==> src/rtl/npi_pkg.sv <==
// constants shared by the nested priority interrupt controller
// Function
// five fixed priority levels, zero lowest
// three peripheral inputs, two external pins
// any interrupt outranks all scheduled processes
// one handler process per level
// pin, peripheral or software bit raises requests
// one workspace pointer per level, position sets priority
// core acknowledges request at once, calls handler
// high priority interrupt saves state in handler workspace
// idle or low priority saves null status, shadows
// interrupt return restores state and signals completion
// record executing priority until completion arrives
// block not-higher requests, forward higher ones
// handler restores workspace pointer before returning
// software prepares save area before writing pointer
// software keeps interrupts off during fast acquisition
// separate handler workspace per level
// three-bit trigger select per channel
// level trigger keeps requesting while input active
// pending flags kept, gated by enable mask
// mask resets zero; global bit sixteen plus channel bit
// edge pending cleared when core acknowledges it
// highest eligible channel above executing priority wins
package npi_pkg;

  localparam int NPI_LEVELS = 5;
  localparam int NPI_LVL_W = 3;

  // register byte offsets
  localparam logic [11:0] NPI_OFS_WPTR_BASE = 12'h000;
  localparam logic [11:0] NPI_OFS_TRIG_BASE = 12'h040;
  localparam logic [11:0] NPI_OFS_PENDING = 12'h080;
  localparam logic [11:0] NPI_OFS_SOFT_REQ = 12'h084;
  localparam logic [11:0] NPI_OFS_EXEC = 12'h088;
  localparam logic [11:0] NPI_OFS_MASK = 12'h0C0;
  localparam int NPI_ADDR_W = 12;

  // field positions
  localparam int NPI_GLOBAL_EN_BIT = 16;
  localparam int NPI_WPTR_LSB = 2;
  localparam int NPI_EXEC_LVL_LSB = 8;
  localparam int NPI_EXEC_BUSY_BIT = 12;

  // reset values
  localparam logic [31:0] NPI_MASK_RESET = 32'h0000_0000;
  localparam logic [29:0] NPI_WPTR_RESET = 30'h0000_0000;

  // sync stages for inputs from outside pclk
  localparam int NPI_SYNC_STAGES = 3;

  typedef enum logic [2:0] {
    NPI_TRIG_NONE = 3'b000,
    NPI_TRIG_HIGH = 3'b001,
    NPI_TRIG_LOW = 3'b010,
    NPI_TRIG_RISE = 3'b011,
    NPI_TRIG_FALL = 3'b100,
    NPI_TRIG_ANY = 3'b101,
    NPI_TRIG_NONE6 = 3'b110,
    NPI_TRIG_NONE7 = 3'b111
  } npi_trig_t;

  typedef enum logic [0:0] {
    NPI_HS_IDLE = 1'b0,
    NPI_HS_REQ = 1'b1
  } npi_hs_t;

endpackage

==> src/rtl/npi_trigger.sv <==
// one channel's input conditioning, trigger detect and pending flag
`timescale 1ns/1ps
module npi_trigger #(
  parameter bit SYNC = 1'b1
) (
  input wire logic pclk,
  input wire logic presetn,
  input wire logic src_in,
  input wire logic [2:0] trig_sel,
  input wire logic clr,
  output logic pending
);

  logic s1_q;
  logic s2_q;
  logic s3_q;
  logic val_q;
  logic prev_q;
  logic val;
  logic edge_q;
  logic level_hit;
  logic edge_hit;

  generate
    if (SYNC) begin : g_sync
      // three stages; a change counts when the last two agree
      always_ff @(posedge pclk or negedge presetn) begin
        if (!presetn) begin
          s1_q <= 1'b0;
          s2_q <= 1'b0;
          s3_q <= 1'b0;
          val_q <= 1'b0;
        end else begin
          s1_q <= src_in;
          s2_q <= s1_q;
          s3_q <= s2_q;
          if (s2_q == s3_q) begin
            val_q <= s3_q;
          end
        end
      end
      assign val = val_q;
    end else begin : g_direct
      // same clock domain: no synchroniser
      assign s1_q = 1'b0;
      assign s2_q = 1'b0;
      assign s3_q = 1'b0;
      assign val_q = 1'b0;
      assign val = src_in;
    end
  endgenerate

  // previous value for edge detection
  always_ff @(posedge pclk or negedge presetn) begin
    if (!presetn) begin
      prev_q <= 1'b0;
    end else begin
      prev_q <= val;
    end
  end

  // trigger decode
  always_comb begin
    level_hit = 1'b0;
    edge_hit = 1'b0;
    unique case (npi_pkg::npi_trig_t'(trig_sel))
      npi_pkg::NPI_TRIG_HIGH: level_hit = val;
      npi_pkg::NPI_TRIG_LOW: level_hit = ~val;
      npi_pkg::NPI_TRIG_RISE: edge_hit = val & ~prev_q;
      npi_pkg::NPI_TRIG_FALL: edge_hit = ~val & prev_q;
      npi_pkg::NPI_TRIG_ANY: edge_hit = val ^ prev_q;
      default: begin
        level_hit = 1'b0;
        edge_hit = 1'b0;
      end
    endcase
  end

  // sticky edge flag; a new edge wins over the clear
  always_ff @(posedge pclk or negedge presetn) begin
    if (!presetn) begin
      edge_q <= 1'b0;
    end else if (edge_hit) begin
      edge_q <= 1'b1;
    end else if (clr) begin
      edge_q <= 1'b0;
    end
  end

  // level stays pending while active
  assign pending = level_hit | edge_q;

endmodule

==> src/rtl/npi_ctrl.sv <==
// nested priority interrupt controller with apb registers and core hand-off
//
// Chosen here: the APB slave port and the register addresses.
`timescale 1ns/1ps
module npi_ctrl #(
  parameter int LEVELS = npi_pkg::NPI_LEVELS,
  parameter int PINS = 2
) (
  input wire logic pclk,
  input wire logic presetn,
  input wire logic psel,
  input wire logic penable,
  input wire logic pwrite,
  input wire logic [11:0] paddr,
  input wire logic [31:0] pwdata,
  output logic [31:0] prdata,
  output logic pready,
  output logic pslverr,
  input wire logic [PINS-1:0] ext_irq_pin,
  input wire logic [LEVELS-PINS-1:0] periph_irq,
  output logic core_int_req,
  output logic [2:0] core_int_level,
  output logic [31:0] handler_workspace_ptr,
  input wire logic core_int_ack,
  input wire logic core_int_return,
  output logic [LEVELS-1:0] active_levels,
  output logic handler_busy
);

  ////////////////////////////////////////////////////////////////////////
  // declarations

  logic [29:0] wptr_q [LEVELS];
  logic [2:0] trig_q [LEVELS];
  logic [LEVELS-1:0] channel_enable_bit_q;
  logic all_channels_enable_q;
  logic [LEVELS-1:0] soft_req_q;
  logic [LEVELS-1:0] active_q;
  logic [LEVELS-1:0] raw_src;
  logic [LEVELS-1:0] hw_pending;
  logic [LEVELS-1:0] pending;
  logic [LEVELS-1:0] eligible;
  logic [LEVELS-1:0] ack_clr;
  logic [2:0] exec_lvl;
  logic exec_busy;
  logic [2:0] best_lvl;
  logic best_found;
  logic [2:0] req_lvl_q;
  logic [31:0] req_ptr_q;
  npi_pkg::npi_hs_t hs_q;
  logic [31:0] rdata_d;
  logic [31:0] prdata_q;
  logic err_d;
  logic err_q;
  logic setup;
  logic wr_en;
  logic [LEVELS-1:0] ret_clr;

  ////////////////////////////////////////////////////////////////////////
  // apb slave: setup phase decodes, access phase completes with no wait

  assign setup = psel & ~penable;
  assign wr_en = psel & penable & pwrite & ~err_q;
  assign pready = 1'b1;
  assign pslverr = psel & penable & err_q;
  assign prdata = prdata_q;

  // read data and address check, captured in the setup cycle
  always_comb begin
    rdata_d = 32'h0000_0000;
    err_d = 1'b1;
    for (int i = 0; i < LEVELS; i++) begin
      if (paddr == npi_pkg::NPI_OFS_WPTR_BASE + 12'(4 * i)) begin
        rdata_d = {wptr_q[i], 2'b00};
        err_d = 1'b0;
      end
      if (paddr == npi_pkg::NPI_OFS_TRIG_BASE + 12'(4 * i)) begin
        rdata_d = {29'h0000_0000, trig_q[i]};
        err_d = 1'b0;
      end
    end
    unique case (paddr)
      npi_pkg::NPI_OFS_MASK: begin
        rdata_d[LEVELS-1:0] = channel_enable_bit_q;
        rdata_d[npi_pkg::NPI_GLOBAL_EN_BIT] = all_channels_enable_q;
        err_d = 1'b0;
      end
      npi_pkg::NPI_OFS_PENDING: begin
        rdata_d[LEVELS-1:0] = pending;
        err_d = 1'b0;
      end
      npi_pkg::NPI_OFS_SOFT_REQ: begin
        rdata_d[LEVELS-1:0] = soft_req_q;
        err_d = 1'b0;
      end
      npi_pkg::NPI_OFS_EXEC: begin
        rdata_d[LEVELS-1:0] = active_q;
        rdata_d[npi_pkg::NPI_EXEC_LVL_LSB +: 3] = exec_lvl;
        rdata_d[npi_pkg::NPI_EXEC_BUSY_BIT] = exec_busy;
        err_d = 1'b0;
      end
      default: begin
      end
    endcase
  end

  // read data and error register
  always_ff @(posedge pclk or negedge presetn) begin
    if (!presetn) begin
      prdata_q <= 32'h0000_0000;
      err_q <= 1'b0;
    end else if (setup) begin
      prdata_q <= pwrite ? 32'h0000_0000 : rdata_d;
      err_q <= err_d;
    end
  end

  ////////////////////////////////////////////////////////////////////////
  // per-level configuration registers

  generate
    for (genvar g = 0; g < LEVELS; g++) begin : g_cfg
      // vector table entry, low two bits read as zero
      always_ff @(posedge pclk or negedge presetn) begin
        if (!presetn) begin
          wptr_q[g] <= npi_pkg::NPI_WPTR_RESET;
        end else if (wr_en && paddr == npi_pkg::NPI_OFS_WPTR_BASE + 12'(4 * g)) begin
          wptr_q[g] <= pwdata[31:npi_pkg::NPI_WPTR_LSB];
        end
      end

      // trigger select
      always_ff @(posedge pclk or negedge presetn) begin
        if (!presetn) begin
          trig_q[g] <= npi_pkg::NPI_TRIG_NONE;
        end else if (wr_en && paddr == npi_pkg::NPI_OFS_TRIG_BASE + 12'(4 * g)) begin
          trig_q[g] <= pwdata[2:0];
        end
      end
    end
  endgenerate

  // enable mask: cleared at reset, global bit plus channel bits
  always_ff @(posedge pclk or negedge presetn) begin
    if (!presetn) begin
      channel_enable_bit_q <= npi_pkg::NPI_MASK_RESET[LEVELS-1:0];
      all_channels_enable_q <= npi_pkg::NPI_MASK_RESET[npi_pkg::NPI_GLOBAL_EN_BIT];
    end else if (wr_en && paddr == npi_pkg::NPI_OFS_MASK) begin
      channel_enable_bit_q <= pwdata[LEVELS-1:0];
      all_channels_enable_q <= pwdata[npi_pkg::NPI_GLOBAL_EN_BIT];
    end
  end

  // software request bits: write one sets, write zero clears,
  // acknowledge clears, a set in the same cycle wins
  always_ff @(posedge pclk or negedge presetn) begin
    if (!presetn) begin
      soft_req_q <= '0;
    end else if (wr_en && paddr == npi_pkg::NPI_OFS_SOFT_REQ) begin
      soft_req_q <= pwdata[LEVELS-1:0] | (soft_req_q & ~ack_clr & pwdata[LEVELS-1:0]);
    end else begin
      soft_req_q <= soft_req_q & ~ack_clr;
    end
  end

  ////////////////////////////////////////////////////////////////////////
  // request sources and trigger detection

  // low channels from peripherals, top channels from pins
  assign raw_src = {ext_irq_pin, periph_irq};

  generate
    for (genvar c = 0; c < LEVELS; c++) begin : g_chan
      npi_trigger #(
        .SYNC(c >= LEVELS - PINS)
      ) u_trig (
        .pclk(pclk),
        .presetn(presetn),
        .src_in(raw_src[c]),
        .trig_sel(trig_q[c]),
        .clr(ack_clr[c]),
        .pending(hw_pending[c])
      );
    end
  endgenerate

  // pending stays visible whether masked or not
  assign pending = hw_pending | soft_req_q;
  assign eligible = pending & channel_enable_bit_q & {LEVELS{all_channels_enable_q}};

  ////////////////////////////////////////////////////////////////////////
  // executing priority record and selection

  // highest active level is the executing priority
  always_comb begin
    exec_lvl = 3'h0;
    exec_busy = 1'b0;
    for (int i = 0; i < LEVELS; i++) begin
      if (active_q[i]) begin
        exec_lvl = 3'(i);
        exec_busy = 1'b1;
      end
    end
  end

  // highest eligible level above the executing one
  always_comb begin
    best_lvl = 3'h0;
    best_found = 1'b0;
    for (int i = 0; i < LEVELS; i++) begin
      if (eligible[i] && (!exec_busy || 3'(i) > exec_lvl)) begin
        best_lvl = 3'(i);
        best_found = 1'b1;
      end
    end
  end

  // one-hot of the acknowledged level
  always_comb begin
    ack_clr = '0;
    if (hs_q == npi_pkg::NPI_HS_REQ && core_int_ack) begin
      ack_clr[req_lvl_q] = 1'b1;
    end
  end

  // completion removes the most recent, highest active level
  always_comb begin
    ret_clr = '0;
    if (core_int_return && exec_busy) begin
      ret_clr[exec_lvl] = 1'b1;
    end
  end

  // nesting record: set on acknowledge, cleared only on return
  always_ff @(posedge pclk or negedge presetn) begin
    if (!presetn) begin
      active_q <= '0;
    end else begin
      active_q <= (active_q & ~ret_clr) | ack_clr;
    end
  end

  ////////////////////////////////////////////////////////////////////////
  // core hand-off: request held until the core acknowledges it

  always_ff @(posedge pclk or negedge presetn) begin
    if (!presetn) begin
      hs_q <= npi_pkg::NPI_HS_IDLE;
      req_lvl_q <= 3'h0;
      req_ptr_q <= 32'h0000_0000;
    end else begin
      unique case (hs_q)
        npi_pkg::NPI_HS_IDLE: begin
          if (best_found) begin
            hs_q <= npi_pkg::NPI_HS_REQ;
            req_lvl_q <= best_lvl;
            req_ptr_q <= {wptr_q[best_lvl], 2'b00};
          end
        end
        npi_pkg::NPI_HS_REQ: begin
          if (core_int_ack) begin
            hs_q <= npi_pkg::NPI_HS_IDLE;
          end
        end
      endcase
    end
  end

  // request outranks every process queue in the core
  assign core_int_req = (hs_q == npi_pkg::NPI_HS_REQ);
  assign core_int_level = req_lvl_q;
  // top of the level's own save area in the handler workspace
  assign handler_workspace_ptr = req_ptr_q;
  assign active_levels = active_q;
  assign handler_busy = exec_busy;

endmodule

==> config.mk <==
export PLATFORM = sky130hd
export DESIGN_NAME = npi_ctrl
export DESIGN_NICKNAME = d
export VERILOG_FILES = /design/src/rtl/npi_pkg.sv /design/src/rtl/npi_trigger.sv /design/src/rtl/npi_ctrl.sv
export SDC_FILE = /design/constraint.sdc
export NUM_CORES = 1
export LEC_CHECK = 0
export ABC_AREA = 1
export BUFFER_PORTS_ARGS = -buffer_cell sky130_fd_sc_hd__buf_2
export CORE_MARGIN = 3
export CORE_UTILIZATION = 45
export DETAILED_ROUTE_END_ITERATION = 16
export GPL_TIMING_DRIVEN = 0
export PLACE_DENSITY_LB_ADDON = 0.15
export SETUP_SLACK_MARGIN = 0.3
export SLEW_MARGIN = 20
export SYNTH_ARGS = -nofsm -noshare
export SYNTH_HDL_FRONTEND = slang
export SYNTH_SLANG_ARGS = --single-unit
export TNS_END_PERCENT = 1
==> constraint.sdc <==
create_clock -name pclk -period 2.1 [get_ports pclk]
set_input_delay 0.21 -clock pclk [delete_from_list [all_inputs] [get_ports pclk]]
set_output_delay 0.21 -clock pclk [all_outputs]
set_load 0.02 [all_outputs]
==> out/qor.yml <==
status:
  outcome: "finished, violations left"
  failed_checks: "setup timing"
yosys:
  synth_top_area_share_pct: 49.5
  synth.cell_area_mm2: 0.0134
  ys_ff_latch: 266
  yosys.area.top_type: "dfrtp_1"
  avgSynthCellArea_um2: 7.55
  synthTopCellsByArea: "dfrtp_1, nand2_1, o21ai_0"
  synth_edf_count: 0
  netlist-cell-type-count: 39
  ys_seq_area_share_pct: 49.5
  synth_top_flop_cell: "dfrtp_1"
  async_reset_ff_share_pct: 100
  yosys_warnings: 0
  netlist_instances: 1781
global_route:
  grt.overflow.total: 0
  grt_max_degree: 96
  grtUsageTotal_pct: 28.7
  antenna_found_initial: 0
  grt_pass1_wl_um: 70700
  grt_pass1_vias: 12514
setup_path:
  cp_data_required_time_ns: 2.59
  critPathMaxFanout: 5
  endpoint_kind: "flip-flop"
  startpoint_type: "flip-flop"
  arrival_ns: 2.64
  setup.worst_path.class: "reg2reg"
route:
  drt_iter0_markers: 1109
  drc: 0
  wl_met2_um: 20700
  wl_met3_um: 3750
  routedWlPerCell_um: 19.4
  ant_nets: 0
  met1Wirelength_um: 20600
  top_layer_used: "met4"
  routed-via-count: 13224
  finalWirelength_um: 46700
  drt-pass1-iter-count: 7
  viasPerCell: 5.50
clock_tree:
  cts_buffer_depth: 3
  clk_pin_slew_ns: 0.06
  clkSinkCount: 266
  insertion_delay_ns: 0.56
  root_buffer: "clkbuf_16"
  htreeDepth: 1
  cts_buffers: 29
  cts_tree: "built"
timing:
  rsz0062_at_grt: "yes"
  slew_violations: 0
  fin_crit_ns: 2.15
  hold_viol: 0
  period_share_pct: 102
  fin_ws_ns: -0.0483
  max_freq_mhz: 465
  fin_setup_tns_ns: -0.258
  worst_clock_skew_ns: 0.0235
  slew_headroom_pct: 40.6
  tightest_slew_ns: 0.891
  setup_viol: 14
floorplanning:
  row_count: 62
  die_area_mm2: 0.0320
  ios: 132
  start_util_pct: 46.2
  die_w_um: 179
  die_h_um: 179
  core_mm2: 0.0291
final_layout:
  area_growth_pct: 25.2
  layout-drive-gt1-share_pct: 19.6
  post-route-cell-area_mm2: 0.0168
  final_cells: 2405
  final_net_count: 2065
  utilization_pct: 57.8
  n_fill_cell: 2799
  diodes: 0
placed_design:
  dpl_cell_area_mm2: 0.0147
  dpl.hpwl_um: 31100
  place.gp.congestion: 0.935
  placed_cells: 2297
  port_buffers: 128
worst_hold_path:
  hold_class: "in2reg"
job:
  maxCapViolations: 0
power:
  power_density_mw_per_mm2: 644
  leakage_nw: 8.63
  ir_drop_v: 0.000588
[layout make-up]
type	instances	area [um2]	share of cell area (%)
buffer	91	661	3.93
clock buffer	42	835	4.96
clock inverter	11	135	0.803
inverter	232	878	5.22
multi-input combinational	1193	5870	34.9
sequential	266	6660	39.6
tap	384	480	2.86
timing repair buffer	186	1310	7.76
[per-stage QoR]
| stage | power, mW | hold WS (ns) | setup WS, ns |
|---|---|---|---|
| final | 10.8 | 0.00494 | -0.0483 |
| after global routing | 11.1 | 0.0303 | -0.128 |
| after CTS | 10.9 | 0.00102 | 0.0289 |
| after detailed placement | 5.64 | 0.0617 | -0.780 |
| after global placement | 5.61 | 0.327 | -4.69 |
| after floorplan | 5.38 | -0.0856 | 0.308 |
[sequential cells by signal, summed over array words and instances, names as in the netlist, 2 cells and up]
register               cells
g_chan.u_trig.prev_q       5
prdata                    32
g_chan.u_trig.edge_q       5
g_chan.u_trig.val          2
handler_workspace_ptr     30
soft_req_q                 5
active_levels              5
g_chan.u_trig.s2_q         2
wptr_q                   150
channel_enable_bit_q       5
trig_q                    15
core_int_level             3
g_chan.u_trig.s3_q         2
g_chan.u_trig.s1_q         2
[layer usage]
layer,global-route usage (%),up-vias
met5,0,-
met4,9.97,0
met3,4.38,114
met2,44.4,596
met1,41.2,6352
li1,-,6162
[final timing paths]
kind	startpoint	endpoint	slack, ns	cells after the start
worst max-delay path	active_levels[2]	handler_workspace_ptr[16]	-0.05	16
worst min-delay path	pwdata[14]	wptr_q[12]	0.005	3
worst max register to register	active_levels[2]	handler_workspace_ptr[16]	-0.05	16
worst min register to register	g_chan[4].u_trig.s1_q	g_chan[4].u_trig.s2_q	0.35	0
max in group asynchronous	presetn	wptr_q[29]	0.99	4
min in group asynchronous	presetn	g_chan[2].u_trig.prev_q	0.08	2
[kinds of logic (layout without fill, tap and decap cells)]
group,Yosys count,count (layout),synth area share (%)
other cells,2,3,0.0559
compound gates,314,314,13.4
simple gates,863,863,26.2
fa+ha+maj,12,12,1.08
buf+inv,323,562,9.60
mux,1,1,0.0745
flops,266,266,49.5
[where the power goes]
part / internal [mW] / switching [mW] / leakage, nW
Clock: 3.11 / 2.13 / 0.475
Sequential: 5.15 / 0.0186 / 3.66
Combinational: 0.133 / 0.291 / 4.49
Total: 8.39 / 2.44 / 8.63
[synthesized netlist by cell type (6+ instances only)]
master	number
nand2_1	574
a32oi_1	22
nor3_1	14
o21ai_1	8
nor2_1	110
o2111ai_1	25
nand3_1	129
o22ai_1	8
o21ai_0	197
clkbuf_1	44
inv_1	228
nor2_2	6
nand4_1	19
dfrtp_1	266
a21oi_1	37
buf_2	35
buf_1	6
ha_1	10
[layout by cell type (no fill, tap or decap), types with 13 or more instances in the layout]
master / count
clkbuf_1: 13
nand2_2: 31
nand3_1: 102
nand2_1: 538
buf_2: 156
clkbuf_2: 23
nand4_1: 19
dfrtp_1: 260
dlygate4sd3_1: 28
a21oi_1: 36
nand3_2: 27
clkbuf_16: 31
o21ai_0: 194
inv_1: 222
a32oi_1: 22
o2111ai_1: 24
nor2_1: 103
buf_4: 26
[worst max-delay path, cell delays in order, from the launching register on]
cell	delay, ns
dfrtp_2	0.46
nor2_4	0.14
nand2_2	0.08
nor2_4	0.13
nand3_2	0.10
a21oi_4	0.18
nand2_4	0.10
nand2_8	0.11
nand2_8	0.07
buf_8	0.14
buf_6	0.11
clkbuf_16	0.15
nand2_1	0.06
nand3_1	0.06
nand3_1	0.09
nand2_2	0.07
nand2_1	0.06
[timing repair]
item                                    4_1_cts  5_1_grt
endpoints found under the setup margin      213      223
pin swaps                                     7       39
buffers inserted                             12       13
hold buffers                                 28        0
resized for setup                            60      200
cloned                                        0        2
endpoints found under the hold margin       258        0
Power figures use the tool's default switching activity.
